$ cat src/hw/psp_defs.vh
/*
 * Constants of the power-stage PWM configuration and control block:
 * register offsets, field positions, reset values and divider counts.
 * Assumes a Wishbone byte address; each register is one aligned word.
 */
`ifndef PSP_DEFS_VH
`define PSP_DEFS_VH

// ------------------------------------------------------------
// register offsets inside a stage window (stage base = stage * 0x40)
// ------------------------------------------------------------
`define PSP_STAGE_STRIDE 8'h40
`define PSP_OFS_CNF 6'h00
`define PSP_OFS_CTL 6'h04
`define PSP_OFS_OCFG 6'h08
`define PSP_OFS_MTX 6'h0C
`define PSP_OFS_SAH 6'h10
`define PSP_OFS_SAL 6'h14
`define PSP_OFS_RAH 6'h18
`define PSP_OFS_RAL 6'h1C
`define PSP_OFS_SBH 6'h20
`define PSP_OFS_SBL 6'h24
`define PSP_OFS_RBH 6'h28
`define PSP_OFS_RBL 6'h2C
// global interrupt registers
`define PSP_OFS_IRQ_STAT 8'hC0
`define PSP_OFS_IRQ_EN 8'hC4
`define PSP_OFS_IRQ_CLR 8'hC8

// ------------------------------------------------------------
// configuration fields
// ------------------------------------------------------------
`define PSP_CNF_HALF 7
`define PSP_CNF_AHOLD 6
`define PSP_CNF_HOLD 5
`define PSP_CNF_MODE_HI 4
`define PSP_CNF_MODE_LO 3
`define PSP_CNF_POL 2
`define PSP_CNF_CLKSEL 1
`define PSP_CNF_MTXEN 0
`define PSP_MODE_CENTER 2'h3

// ------------------------------------------------------------
// control fields
// ------------------------------------------------------------
`define PSP_CTL_DIV_HI 7
`define PSP_CTL_DIV_LO 6
`define PSP_CTL_BAL 5
`define PSP_CTL_AOCB 4
`define PSP_CTL_AOCA 3
`define PSP_CTL_ARUN 2
`define PSP_CTL_CCYC 1
`define PSP_CTL_RUN 0

// output configuration enables
`define PSP_OCFG_ENB 2
`define PSP_OCFG_ENA 0

// ------------------------------------------------------------
// reset values and divider terminal counts (ratio - 1)
// ------------------------------------------------------------
`define PSP_RST_BYTE 8'h00
`define PSP_RST_CMP12 12'h000
`define PSP_RST_CMP16 16'h0000
`define PSP_DIV_1 8'h00
`define PSP_DIV_4 8'h03
`define PSP_DIV_32 8'h1F
`define PSP_DIV_256 8'hFF

`endif

$ cat src/hw/psp_ctrl.v
/*
 * Three-stage power-stage PWM configuration and control with a simple
 * one-counter waveform engine per stage, Wishbone classic slave, 8-bit
 * data in the low lane of a 32-bit bus.
 * Assumes clk_i at 20 MHz; counter clocks and fault lines are pins from
 * outside the clock domain and are synchronised here.
 */
`timescale 1ns/1ps
`default_nettype none
`include "psp_defs.vh"

module psp_ctrl (
    // clock and reset
    input wire clk_i,
    input wire rst_i,
    // wishbone classic slave
    input wire wb_cyc_i,
    input wire wb_stb_i,
    input wire wb_we_i,
    input wire [7:0] wb_adr_i,
    input wire [3:0] wb_sel_i,
    input wire [31:0] wb_dat_i,
    output reg [31:0] wb_dat_o,
    output reg wb_ack_o,
    // counter clock pins
    input wire fast_clock_input_i,
    input wire slow_clock_input_i,
    // fault inputs per stage
    input wire [2:0] fault_a_i,
    input wire [2:0] fault_b_i,
    // waveform outputs per stage
    output reg [2:0] part_a_output_o,
    output reg [2:0] part_b_output_o,
    output reg [2:0] part_a_enable_o,
    output reg [2:0] part_b_enable_o,
    output reg [2:0] stage_running_o,
    // interrupt
    output wire irq_o
);

// ------------------------------------------------------------
// functions
// ------------------------------------------------------------
function [7:0] div_last;
    input [1:0] sel;
    begin
        case (sel)
            2'h0: div_last = `PSP_DIV_1;
            2'h1: div_last = `PSP_DIV_4;
            2'h2: div_last = `PSP_DIV_32;
            default: div_last = `PSP_DIV_256;
        endcase
    end
endfunction

// ------------------------------------------------------------
// storage
// ------------------------------------------------------------
reg [7:0] stage_configuration [0:2];
reg [7:0] stage_run_control [0:2];
reg [7:0] ocfg_buf [0:2];
reg [7:0] output_configuration [0:2];
reg [3:0] mtx_buf;
reg [3:0] output_matrix;
reg [11:0] ra_buf [0:2];
reg [11:0] sa_buf [0:2];
reg [11:0] sb_buf [0:2];
reg [15:0] rb_buf [0:2];
reg [11:0] part_a_reset_compare [0:2];
reg [11:0] part_a_set_compare [0:2];
reg [11:0] part_b_set_compare [0:2];
reg [15:0] part_b_reset_compare [0:2];
reg [2:0] rb_last;
reg [7:0] temp_high;
reg [11:0] cnt [0:2];
reg [2:0] down;
reg [7:0] pre [0:2];
reg [3:0] fwm_cyc [0:2];
reg [2:0] wave_a;
reg [2:0] wave_b;
reg [2:0] stop_pend;
reg [2:0] irq_status;
reg [2:0] irq_enable;
reg [7:0] sync1;
reg [7:0] sync2;
reg [1:0] clk_prev;
integer s;
integer r;
integer c;

// ------------------------------------------------------------
// bus decode
// ------------------------------------------------------------
wire bus_req = wb_cyc_i & wb_stb_i & ~wb_ack_o;
wire wr = bus_req & wb_we_i & wb_sel_i[0];
wire [1:0] wstage = wb_adr_i[7:6];
wire [5:0] wofs = wb_adr_i[5:0];
wire stage_hit = (wstage != 2'h3);
wire [7:0] d = wb_dat_i[7:0];
wire irq_clr_wr = wr & (wb_adr_i == `PSP_OFS_IRQ_CLR);

assign irq_o = |(irq_status & irq_enable);

// ------------------------------------------------------------
// synchronisers: stage 1 feeds stage 2 only
// ------------------------------------------------------------
always @(posedge clk_i) begin
    if (rst_i) begin
        sync1 <= `PSP_RST_BYTE;
        sync2 <= `PSP_RST_BYTE;
        clk_prev <= 2'h0;
    end else begin
        sync1 <= {fast_clock_input_i, slow_clock_input_i, fault_b_i, fault_a_i};
        sync2 <= sync1;
        clk_prev <= sync2[7:6];
    end
end

wire fast_rise = sync2[7] & ~clk_prev[1];
wire slow_rise = sync2[6] & ~clk_prev[0];
wire [2:0] flt_a = sync2[2:0];
wire [2:0] flt_b = sync2[5:3];

// ------------------------------------------------------------
// run / autostart chain
// ------------------------------------------------------------
wire [2:0] run_bit;
wire [2:0] arun_bit;
wire [2:0] start;
assign run_bit = {stage_run_control[2][`PSP_CTL_RUN], stage_run_control[1][`PSP_CTL_RUN],
                  stage_run_control[0][`PSP_CTL_RUN]};
assign arun_bit = {stage_run_control[2][`PSP_CTL_ARUN], stage_run_control[1][`PSP_CTL_ARUN],
                   stage_run_control[0][`PSP_CTL_ARUN]};
// run bit wins; autostart follows the chained source
assign start[0] = run_bit[0] | (arun_bit[0] & (run_bit[2] | (arun_bit[2] & run_bit[1])));
assign start[1] = run_bit[1] | (arun_bit[1] & (run_bit[0] | (arun_bit[0] & run_bit[2])));
assign start[2] = run_bit[2] | (arun_bit[2] & (run_bit[1] | (arun_bit[1] & run_bit[0])));

// ------------------------------------------------------------
// register writes and reads
// ------------------------------------------------------------
always @(posedge clk_i) begin
    if (rst_i) begin
        for (r = 0; r < 3; r = r + 1) begin
            stage_configuration[r] <= `PSP_RST_BYTE;
            stage_run_control[r] <= `PSP_RST_BYTE;
            ocfg_buf[r] <= `PSP_RST_BYTE;
            ra_buf[r] <= `PSP_RST_CMP12;
            sa_buf[r] <= `PSP_RST_CMP12;
            sb_buf[r] <= `PSP_RST_CMP12;
            rb_buf[r] <= `PSP_RST_CMP16;
        end
        mtx_buf <= 4'h0;
        rb_last <= 3'h0;
        temp_high <= `PSP_RST_BYTE;
        irq_enable <= 3'h0;
        wb_ack_o <= 1'b0;
        wb_dat_o <= 32'h00000000;
    end else begin
        wb_ack_o <= bus_req;
        wb_dat_o <= 32'h00000000;
        if (bus_req & ~wb_we_i) begin
            if (stage_hit && wofs == `PSP_OFS_CNF)
                wb_dat_o <= {24'h000000, stage_configuration[wstage]};
            else if (stage_hit && wofs == `PSP_OFS_CTL)
                wb_dat_o <= {24'h000000, stage_run_control[wstage]};
            else if (stage_hit && wofs == `PSP_OFS_OCFG)
                wb_dat_o <= {24'h000000, ocfg_buf[wstage]};
            else if (wstage == 2'h2 && wofs == `PSP_OFS_MTX)
                wb_dat_o <= {28'h0000000, mtx_buf};
            else if (wb_adr_i == `PSP_OFS_IRQ_STAT)
                wb_dat_o <= {29'h00000000, irq_status};
            else if (wb_adr_i == `PSP_OFS_IRQ_EN)
                wb_dat_o <= {29'h00000000, irq_enable};
        end
        if (wr && wb_adr_i == `PSP_OFS_IRQ_EN)
            irq_enable <= d[2:0];
        if (wr && stage_hit) begin
            case (wofs)
                `PSP_OFS_CNF: begin
                    stage_configuration[wstage] <= d;
                end
                `PSP_OFS_CTL: begin
                    stage_run_control[wstage] <= d;
                end
                `PSP_OFS_OCFG: begin
                    ocfg_buf[wstage] <= d;
                end
                `PSP_OFS_MTX: begin
                    if (wstage == 2'h2)
                        mtx_buf <= d[3:0];
                end
                `PSP_OFS_SAH, `PSP_OFS_RAH, `PSP_OFS_SBH, `PSP_OFS_RBH: begin
                    temp_high <= d;
                end
                `PSP_OFS_SAL: begin
                    sa_buf[wstage] <= {temp_high[3:0], d};
                    rb_last[wstage] <= 1'b0;
                end
                `PSP_OFS_RAL: begin
                    ra_buf[wstage] <= {temp_high[3:0], d};
                    rb_last[wstage] <= 1'b0;
                end
                `PSP_OFS_SBL: begin
                    sb_buf[wstage] <= {temp_high[3:0], d};
                    rb_last[wstage] <= 1'b0;
                end
                `PSP_OFS_RBL: begin
                    rb_buf[wstage] <= {temp_high, d};
                    rb_last[wstage] <= 1'b1;
                    if (stage_configuration[wstage][`PSP_CNF_HALF]) begin
                        ra_buf[wstage] <= {temp_high[3:0], d};
                        sa_buf[wstage] <= sb_buf[wstage];
                    end
                end
                default: begin
                end
            endcase
        end
    end
end

// ------------------------------------------------------------
// stage engines
// ------------------------------------------------------------
// the modulation nibble stretches on-time by one tick in that many of
// every sixteen cycles; coarse, but keeps the average resolution
reg [2:0] tick;
reg [2:0] eoc;
reg [2:0] ext;
reg [2:0] hold_all;
reg [2:0] mtx_on;
always @* begin
    for (c = 0; c < 3; c = c + 1) begin
        tick[c] = stage_running_o[c] &
                  (stage_configuration[c][`PSP_CNF_CLKSEL] ? fast_rise : slow_rise) &
                  (pre[c] == div_last(stage_run_control[c][7:6]));
        if (stage_configuration[c][4:3] == `PSP_MODE_CENTER)
            eoc[c] = tick[c] & down[c] & (cnt[c] == 12'h000);
        else
            eoc[c] = tick[c] & (cnt[c] == part_b_reset_compare[c][11:0]);
        ext[c] = (fwm_cyc[c] < part_b_reset_compare[c][15:12]);
        // auto hold wins over plain hold
        hold_all[c] = stage_configuration[c][`PSP_CNF_HOLD] &
                      ~stage_configuration[c][`PSP_CNF_AHOLD];
        mtx_on[c] = (c == 2) & stage_configuration[c][`PSP_CNF_MTXEN];
    end
end

always @(posedge clk_i) begin
    if (rst_i) begin
        for (s = 0; s < 3; s = s + 1) begin
            output_configuration[s] <= `PSP_RST_BYTE;
            part_a_reset_compare[s] <= `PSP_RST_CMP12;
            part_a_set_compare[s] <= `PSP_RST_CMP12;
            part_b_set_compare[s] <= `PSP_RST_CMP12;
            part_b_reset_compare[s] <= `PSP_RST_CMP16;
            cnt[s] <= `PSP_RST_CMP12;
            pre[s] <= `PSP_RST_BYTE;
            fwm_cyc[s] <= 4'h0;
        end
        output_matrix <= 4'h0;
        down <= 3'h0;
        wave_a <= 3'h0;
        wave_b <= 3'h0;
        stop_pend <= 3'h0;
        irq_status <= 3'h0;
        stage_running_o <= 3'h0;
        part_a_output_o <= 3'h0;
        part_b_output_o <= 3'h0;
        part_a_enable_o <= 3'h0;
        part_b_enable_o <= 3'h0;
    end else begin
        // end-of-cycle events are sticky; a set beats a clear
        irq_status <= (irq_status & ~(irq_clr_wr ? d[2:0] : 3'h0)) | eoc;
        for (s = 0; s < 3; s = s + 1) begin
            // shadow to active transfer
            if (~hold_all[s])
                part_b_reset_compare[s] <= rb_buf[s];
            if (stage_configuration[s][`PSP_CNF_AHOLD]) begin
                if (eoc[s] & rb_last[s]) begin
                    part_a_reset_compare[s] <= ra_buf[s];
                    part_a_set_compare[s] <= sa_buf[s];
                    part_b_set_compare[s] <= sb_buf[s];
                    output_configuration[s] <= ocfg_buf[s];
                    if (s == 2)
                        output_matrix <= mtx_buf;
                end
            end else if (~stage_configuration[s][`PSP_CNF_HOLD]) begin
                part_a_reset_compare[s] <= ra_buf[s];
                part_a_set_compare[s] <= sa_buf[s];
                part_b_set_compare[s] <= sb_buf[s];
                output_configuration[s] <= ocfg_buf[s];
                if (s == 2)
                    output_matrix <= mtx_buf;
            end

            // run state; finishing the cycle only applies to a master
            if (start[s]) begin
                stage_running_o[s] <= 1'b1;
                stop_pend[s] <= 1'b0;
            end else if (stage_running_o[s]) begin
                // a stop once pending still waits for the cycle end
                if ((stage_run_control[s][`PSP_CTL_CCYC] | stop_pend[s]) &
                    ~arun_bit[s] & ~eoc[s])
                    stop_pend[s] <= 1'b1;
                else begin
                    stage_running_o[s] <= 1'b0;
                    stop_pend[s] <= 1'b0;
                end
            end

            // prescaler and counter
            if (~stage_running_o[s]) begin
                pre[s] <= `PSP_RST_BYTE;
                cnt[s] <= `PSP_RST_CMP12;
                down[s] <= 1'b0;
                wave_a[s] <= 1'b0;
                wave_b[s] <= 1'b0;
            end else if ((stage_configuration[s][`PSP_CNF_CLKSEL] ? fast_rise : slow_rise)) begin
                if (tick[s])
                    pre[s] <= `PSP_RST_BYTE;
                else
                    pre[s] <= pre[s] + 8'h01;
            end
            if (tick[s]) begin
                if (stage_configuration[s][4:3] == `PSP_MODE_CENTER) begin
                    if (~down[s] & (cnt[s] == part_b_reset_compare[s][11:0]))
                        down[s] <= 1'b1;
                    else if (down[s] & (cnt[s] == 12'h000))
                        down[s] <= 1'b0;
                    cnt[s] <= (down[s] & (cnt[s] != 12'h000)) ? cnt[s] - 12'h001
                              : (~down[s] & (cnt[s] != part_b_reset_compare[s][11:0]))
                              ? cnt[s] + 12'h001 : cnt[s];
                end else begin
                    cnt[s] <= eoc[s] ? 12'h000 : cnt[s] + 12'h001;
                end
                if (eoc[s])
                    fwm_cyc[s] <= fwm_cyc[s] + 4'h1;
                // compare matches drive the raw waveforms
                if (cnt[s] == part_a_set_compare[s])
                    wave_a[s] <= 1'b1;
                else if (cnt[s] == part_a_reset_compare[s] +
                         {11'h000, ext[s] & stage_run_control[s][`PSP_CTL_BAL]})
                    wave_a[s] <= 1'b0;
                if (cnt[s] == part_b_set_compare[s])
                    wave_b[s] <= 1'b1;
                else if (cnt[s] == part_b_reset_compare[s][11:0] + {11'h000, ext[s]})
                    wave_b[s] <= 1'b0;
            end

            // output stage: a fault forces inactive only when its AOCA/AOCB bit is set, matrix bypasses polarity and fault
            part_a_enable_o[s] <= output_configuration[s][`PSP_OCFG_ENA];
            part_b_enable_o[s] <= output_configuration[s][`PSP_OCFG_ENB];
            if (mtx_on[s]) begin
                part_a_output_o[s] <= wave_a[s] ? output_matrix[0] : output_matrix[1];
                part_b_output_o[s] <= wave_b[s] ? output_matrix[2] : output_matrix[3];
            end else begin
                part_a_output_o[s] <= ~(wave_a[s] & ~(stage_run_control[s][`PSP_CTL_AOCA] &
                                      flt_a[s])) ^ stage_configuration[s][`PSP_CNF_POL];
                part_b_output_o[s] <= ~(wave_b[s] & ~(stage_run_control[s][`PSP_CTL_AOCB] &
                                      flt_b[s])) ^ stage_configuration[s][`PSP_CNF_POL];
            end
        end
    end
end

endmodule // psp_ctrl
`default_nettype wire

$ cat config.mk
export PLATFORM = sky130hd
export DESIGN_NAME = psp_ctrl
export DESIGN_NICKNAME = d
export VERILOG_FILES = /design/src/hw/psp_ctrl.v
export VERILOG_INCLUDE_DIRS = /design/src /design/src/hw
export SDC_FILE = /design/constraint.sdc
export NUM_CORES = 1
export LEC_CHECK = 0
export ABC_AREA = 1
export BUFFER_PORTS_ARGS = -buffer_cell sky130_fd_sc_hd__buf_2
export CORE_UTILIZATION = 62
export CTS_CLUSTER_DIAMETER = 80
export CTS_CLUSTER_SIZE = 24
export DETAILED_ROUTE_END_ITERATION = 10
export GPL_TIMING_DRIVEN = 0
export PLACE_DENSITY = 0.85
export SYNTH_ARGS = -nofsm -noshare
export SYNTH_HDL_FRONTEND = slang
export SYNTH_SLANG_ARGS = --single-unit
$ cat constraint.sdc
create_clock -name clk_i -period 3.66 [get_ports clk_i]
set_input_delay 0.366 -clock clk_i [delete_from_list [all_inputs] [get_ports clk_i]]
set_output_delay 0.366 -clock clk_i [all_outputs]
set_load 0.02 [all_outputs]
==> results by group <==
Run status
  • Status: complete, but fails checks
  • Failing checks: setup timing

STA
  • Final period util: 105%
  • Pins over their slew limit: 0
  • Rel. slew slack: 16.5%
  • Final Hold Slack: 0.0530 ns
  • Worst setup skew after layout: 0.0284 ns
  • Final hold violations: 0
  • Sum Neg Setup Slack: -7.79 ns
  • Final setup violating endpoints: 64
  • Unrepaired setup endpoints after global routing: yes
  • Achievable clock frequency: 0.261 GHz
  • Clock period minus worst slack: 3.83 ns
  • Slew at the pin closest to its max-slew limit: 1.25 ns
  • Setup WS post-layout: -0.166 ns

Global routing
  • Met1 Usage GRT: 44.9%
  • First-pass GRT wire length: 118000 um
  • Total global routing overflow: 0
  • GR peak layer: met2
  • Global-route track usage on met2: 53.1%
  • Maximum number of pins on one net before global-route repair: 39
  • Met3 capacity usage during global routing: 6.58%
  • Initial antenna violation count: 0
  • Vias in the first global route: 20500
  • GRT Overall Usage: 34.1%

Logic synthesis
  • Count of cell types in the netlist: 55
  • Mean instance size in the synthesized netlist: 9.27 sq um
  • Instance count of the mapped netlist: 3052
  • Library cell with the largest summed area after synthesis: sky130_fd_sc_hd__edfxtp_1
  • Post-synth design cell area: 0.0283 sq mm
  • Total of warnings raised by yosys: 0
  • Seq cells post-synth: 564
  • Sequential share of the synthesized area: 57.1%
  • Combinational family with the most area after synthesis: simple AND/OR/NAND/NOR gates
  • Post-Synth XOR/XNOR Area: 5.63%
  • Complex-gate fraction of the synthesized area: 5.80%
  • Top area cells in the synthesized netlist: sky130_fd_sc_hd__edfxtp_1 51%, sky130_fd_sc_hd__nand2_1 8.7%, sky130_fd_sc_hd__nor2_1 6.1%
  • Number of enable flip-flop cells after synthesis: 485
  • Adder-Cell Fraction of Synth Area: 1.55%
  • Main synth FF type: sky130_fd_sc_hd__edfxtp_1
  • Proportion of synthesized flip-flops having asynchronous set or reset: 0%
  • Multiplexer fraction of the synthesized cell area: 0%
  • Share of the synthesized area in the top cell type: 51.5%
  • Simple-gate share of the synthesized area: 21.4%

Critical path
  • Maximum fanout count along the critical path: 26
  • Worst Setup End Kind: register
  • Req. time, crit path: 3.99 ns
  • Worst reg-to-reg path cell count: 12
  • Signal arrival time at the worst endpoint: 4.16 ns
  • Reg-to-reg critical path startpoint: cnt[2][0]
  • Worst setup slack for register-to-register paths: 0.06 ns
  • Type of the worst setup path: primary input to register
  • R2R Path End: fwm_cyc[0][4]
  • Beginning of the critical path: rst_i
  • Destination of the critical timing path: part_a_set_compare[2][6]
  • CP startpoint kind: primary input

Floorplanning
  • Top-level I/O count: 106
  • Die X: 216 um
  • Std-Cell Rows: 77
  • Starting utilization of the core area: 63.4%
  • Area of the core: 0.0446 sq mm
  • Die span in y: 216 um
  • Area of the die: 0.0465 sq mm

Final layout
  • Area Growth Syn to Fin: 8.72%
  • Share of post-route cells with drive strength above 1: 11.1%
  • Final nets: 3290
  • Area used by multi-input combinational logic: 0.00992 sq mm
  • Final instance area: 0.0308 sq mm
  • Number of filler instances in the final layout: 3312
  • Most common library cell in the layout ignoring fill and taps: sky130_fd_sc_hd__nand2_1
  • FF+latch area: 0.0161 sq mm
  • Number of cells in the finished layout apart from fillers: 3816
  • Most used cells in the layout excluding fill and tap cells: 657 x sky130_fd_sc_hd__nand2_1, 485 x sky130_fd_sc_hd__edfxtp_1, 460 x sky130_fd_sc_hd__nor2_1
  • Share of the core filled with cells: 69.0%

Drt
  • Detailed-route via count: 22100
  • Post-route ant nets: 0
  • DRC violation count after routing: 0
  • First-pass detailed-route iteration total: 8
  • WL final: 79400 um
  • Drt via density: 5.79
  • Drt first-iter violations: 2919
  • DR WL/cell: 20.8 um

Clocking
  • Number of buffers between clock root and the deepest sink: 3
  • TritonCTS buffer count: 34
  • CTS clock-pin slew for the worst setup and hold paths: 0.10 ns
  • Cell at the root of the clock tree: sky130_fd_sc_hd__clkbuf_16
  • CTS H-tree lvls: 2
  • CTS tree: yes
  • Clock latency at the later pin of the worst-skew pair: 0.59 ns
  • Clock net sink count: 564

Pwr
  • Static leakage: 13.4 nW
  • Peak supply drop: 0.508 mV
  • Tot Pwr: 13.0 mW
  • Cell area power density: 424 mW/mm^2

Job
  • Total of max-cap violations: 0

Placed design
  • Placed Cells: 3745
  • Half-perimeter wire length after placement: 58200 um
  • DP Worst Slack: -0.948 ns
  • Placer's final routability congestion estimate: 0.991
  • Cell Area, Placed: 0.0295 sq mm
  • Number of port buffers: 53

Hold path
  • Type of the most critical hold path: primary input to register
==> cell usage after synthesis (10+ instances only) <==
cell	number
sky130_fd_sc_hd__dfxtp_1	79
sky130_fd_sc_hd__buf_6	10
sky130_fd_sc_hd__or2_2	22
sky130_fd_sc_hd__a31oi_1	16
sky130_fd_sc_hd__xnor2_1	85
sky130_fd_sc_hd__nor2_2	11
sky130_fd_sc_hd__edfxtp_1	485
sky130_fd_sc_hd__nand2_2	47
sky130_fd_sc_hd__xor2_1	97
sky130_fd_sc_hd__nand2_1	659
sky130_fd_sc_hd__nand4_1	43
sky130_fd_sc_hd__inv_1	343
sky130_fd_sc_hd__inv_2	65
sky130_fd_sc_hd__buf_2	39
sky130_fd_sc_hd__a21oi_1	108
sky130_fd_sc_hd__ha_1	35
sky130_fd_sc_hd__buf_4	31
sky130_fd_sc_hd__nand3_1	120
sky130_fd_sc_hd__nor3_1	39
sky130_fd_sc_hd__a22oi_1	28
sky130_fd_sc_hd__o21ai_0	74
sky130_fd_sc_hd__clkbuf_1	44
sky130_fd_sc_hd__nor2_1	460
==> power by group <==
part / total, mW / switching [mW] / internal (mW)
clock network: 4.25 / 2.28 / 1.96
logic: 1.33 / 0.910 / 0.420
registers: 7.45 / 0.180 / 7.27
==> layer usage <==
layer,vias up,wire [um]
met4,0,4990
li1,10100,-
met3,244,8530
met1,10300,30400
met5,-,0
met2,1361,35500
==> worst min path at each step <==
stage | from | end | cells after the start
after floorplan | sync1[0] | sync2[0] | 2
after global placement | sync1[4] | sync2[4] | 2
after detailed placement | sync1[0] | sync2[0] | 2
after CTS | wb_dat_i[4] | sb_buf[3][4] | 1
after global routing | wb_dat_i[4] | sb_buf[3][4] | 1
final | wb_dat_i[4] | sb_buf[3][4] | 1
==> registers in the layout, summed over array words and instances (netlist names), 12 cells and up, named ones only <==
register              count
part_a_reset_compare     36
pre                      24
ocfg_buf                 28
sa_buf                   36
part_a_set_compare       36
part_b_reset_compare     48
fwm_cyc                  12
stage_run_control        28
cnt                      36
ra_buf                   36
stage_configuration      27
part_b_set_compare       36
sb_buf                   48
rb_buf                   48
==> critical path, cell delays in order <==
cell	delay, ns
sky130_fd_sc_hd__clkbuf_1	0.46
sky130_fd_sc_hd__inv_1	0.35
sky130_fd_sc_hd__buf_2	0.48
sky130_fd_sc_hd__clkbuf_2	0.52
sky130_fd_sc_hd__buf_1	0.85
sky130_fd_sc_hd__nand2_1	0.72
sky130_fd_sc_hd__buf_16	0.38
==> cell families after synthesis <==
kind of cell | Yosys count
other | 1
adder cells (fa/ha/maj) | 35
buffers and inverters | 556
AND/OR/NAND/NOR | 1434
AO/OA/AOI/OAI | 280
flip-flops | 564
XOR/XNOR | 182
==> repair_timing <==
| action | CTS | global route |
|---|---|---|
| hold buffers | 8 | 0 |
| endpoints found under the setup margin | 124 | 91 |
| gates resized for setup | 1 | 4 |
| buffers inserted | 0 | 0 |
| endpoints found under the hold margin | 8 | 0 |
==> area by class of cell <==
class,count,area share (%)
antenna,1,0.00814
buffer,134,2.68
clock buffer,46,3.15
clock inverter,15,0.537
inverter,422,5.17
multi-input combinational,1978,32.3
sequential,564,52.5
tap,592,2.41
timing repair buffer,64,1.30
Note: power is estimated with default switching activity, not from simulation.
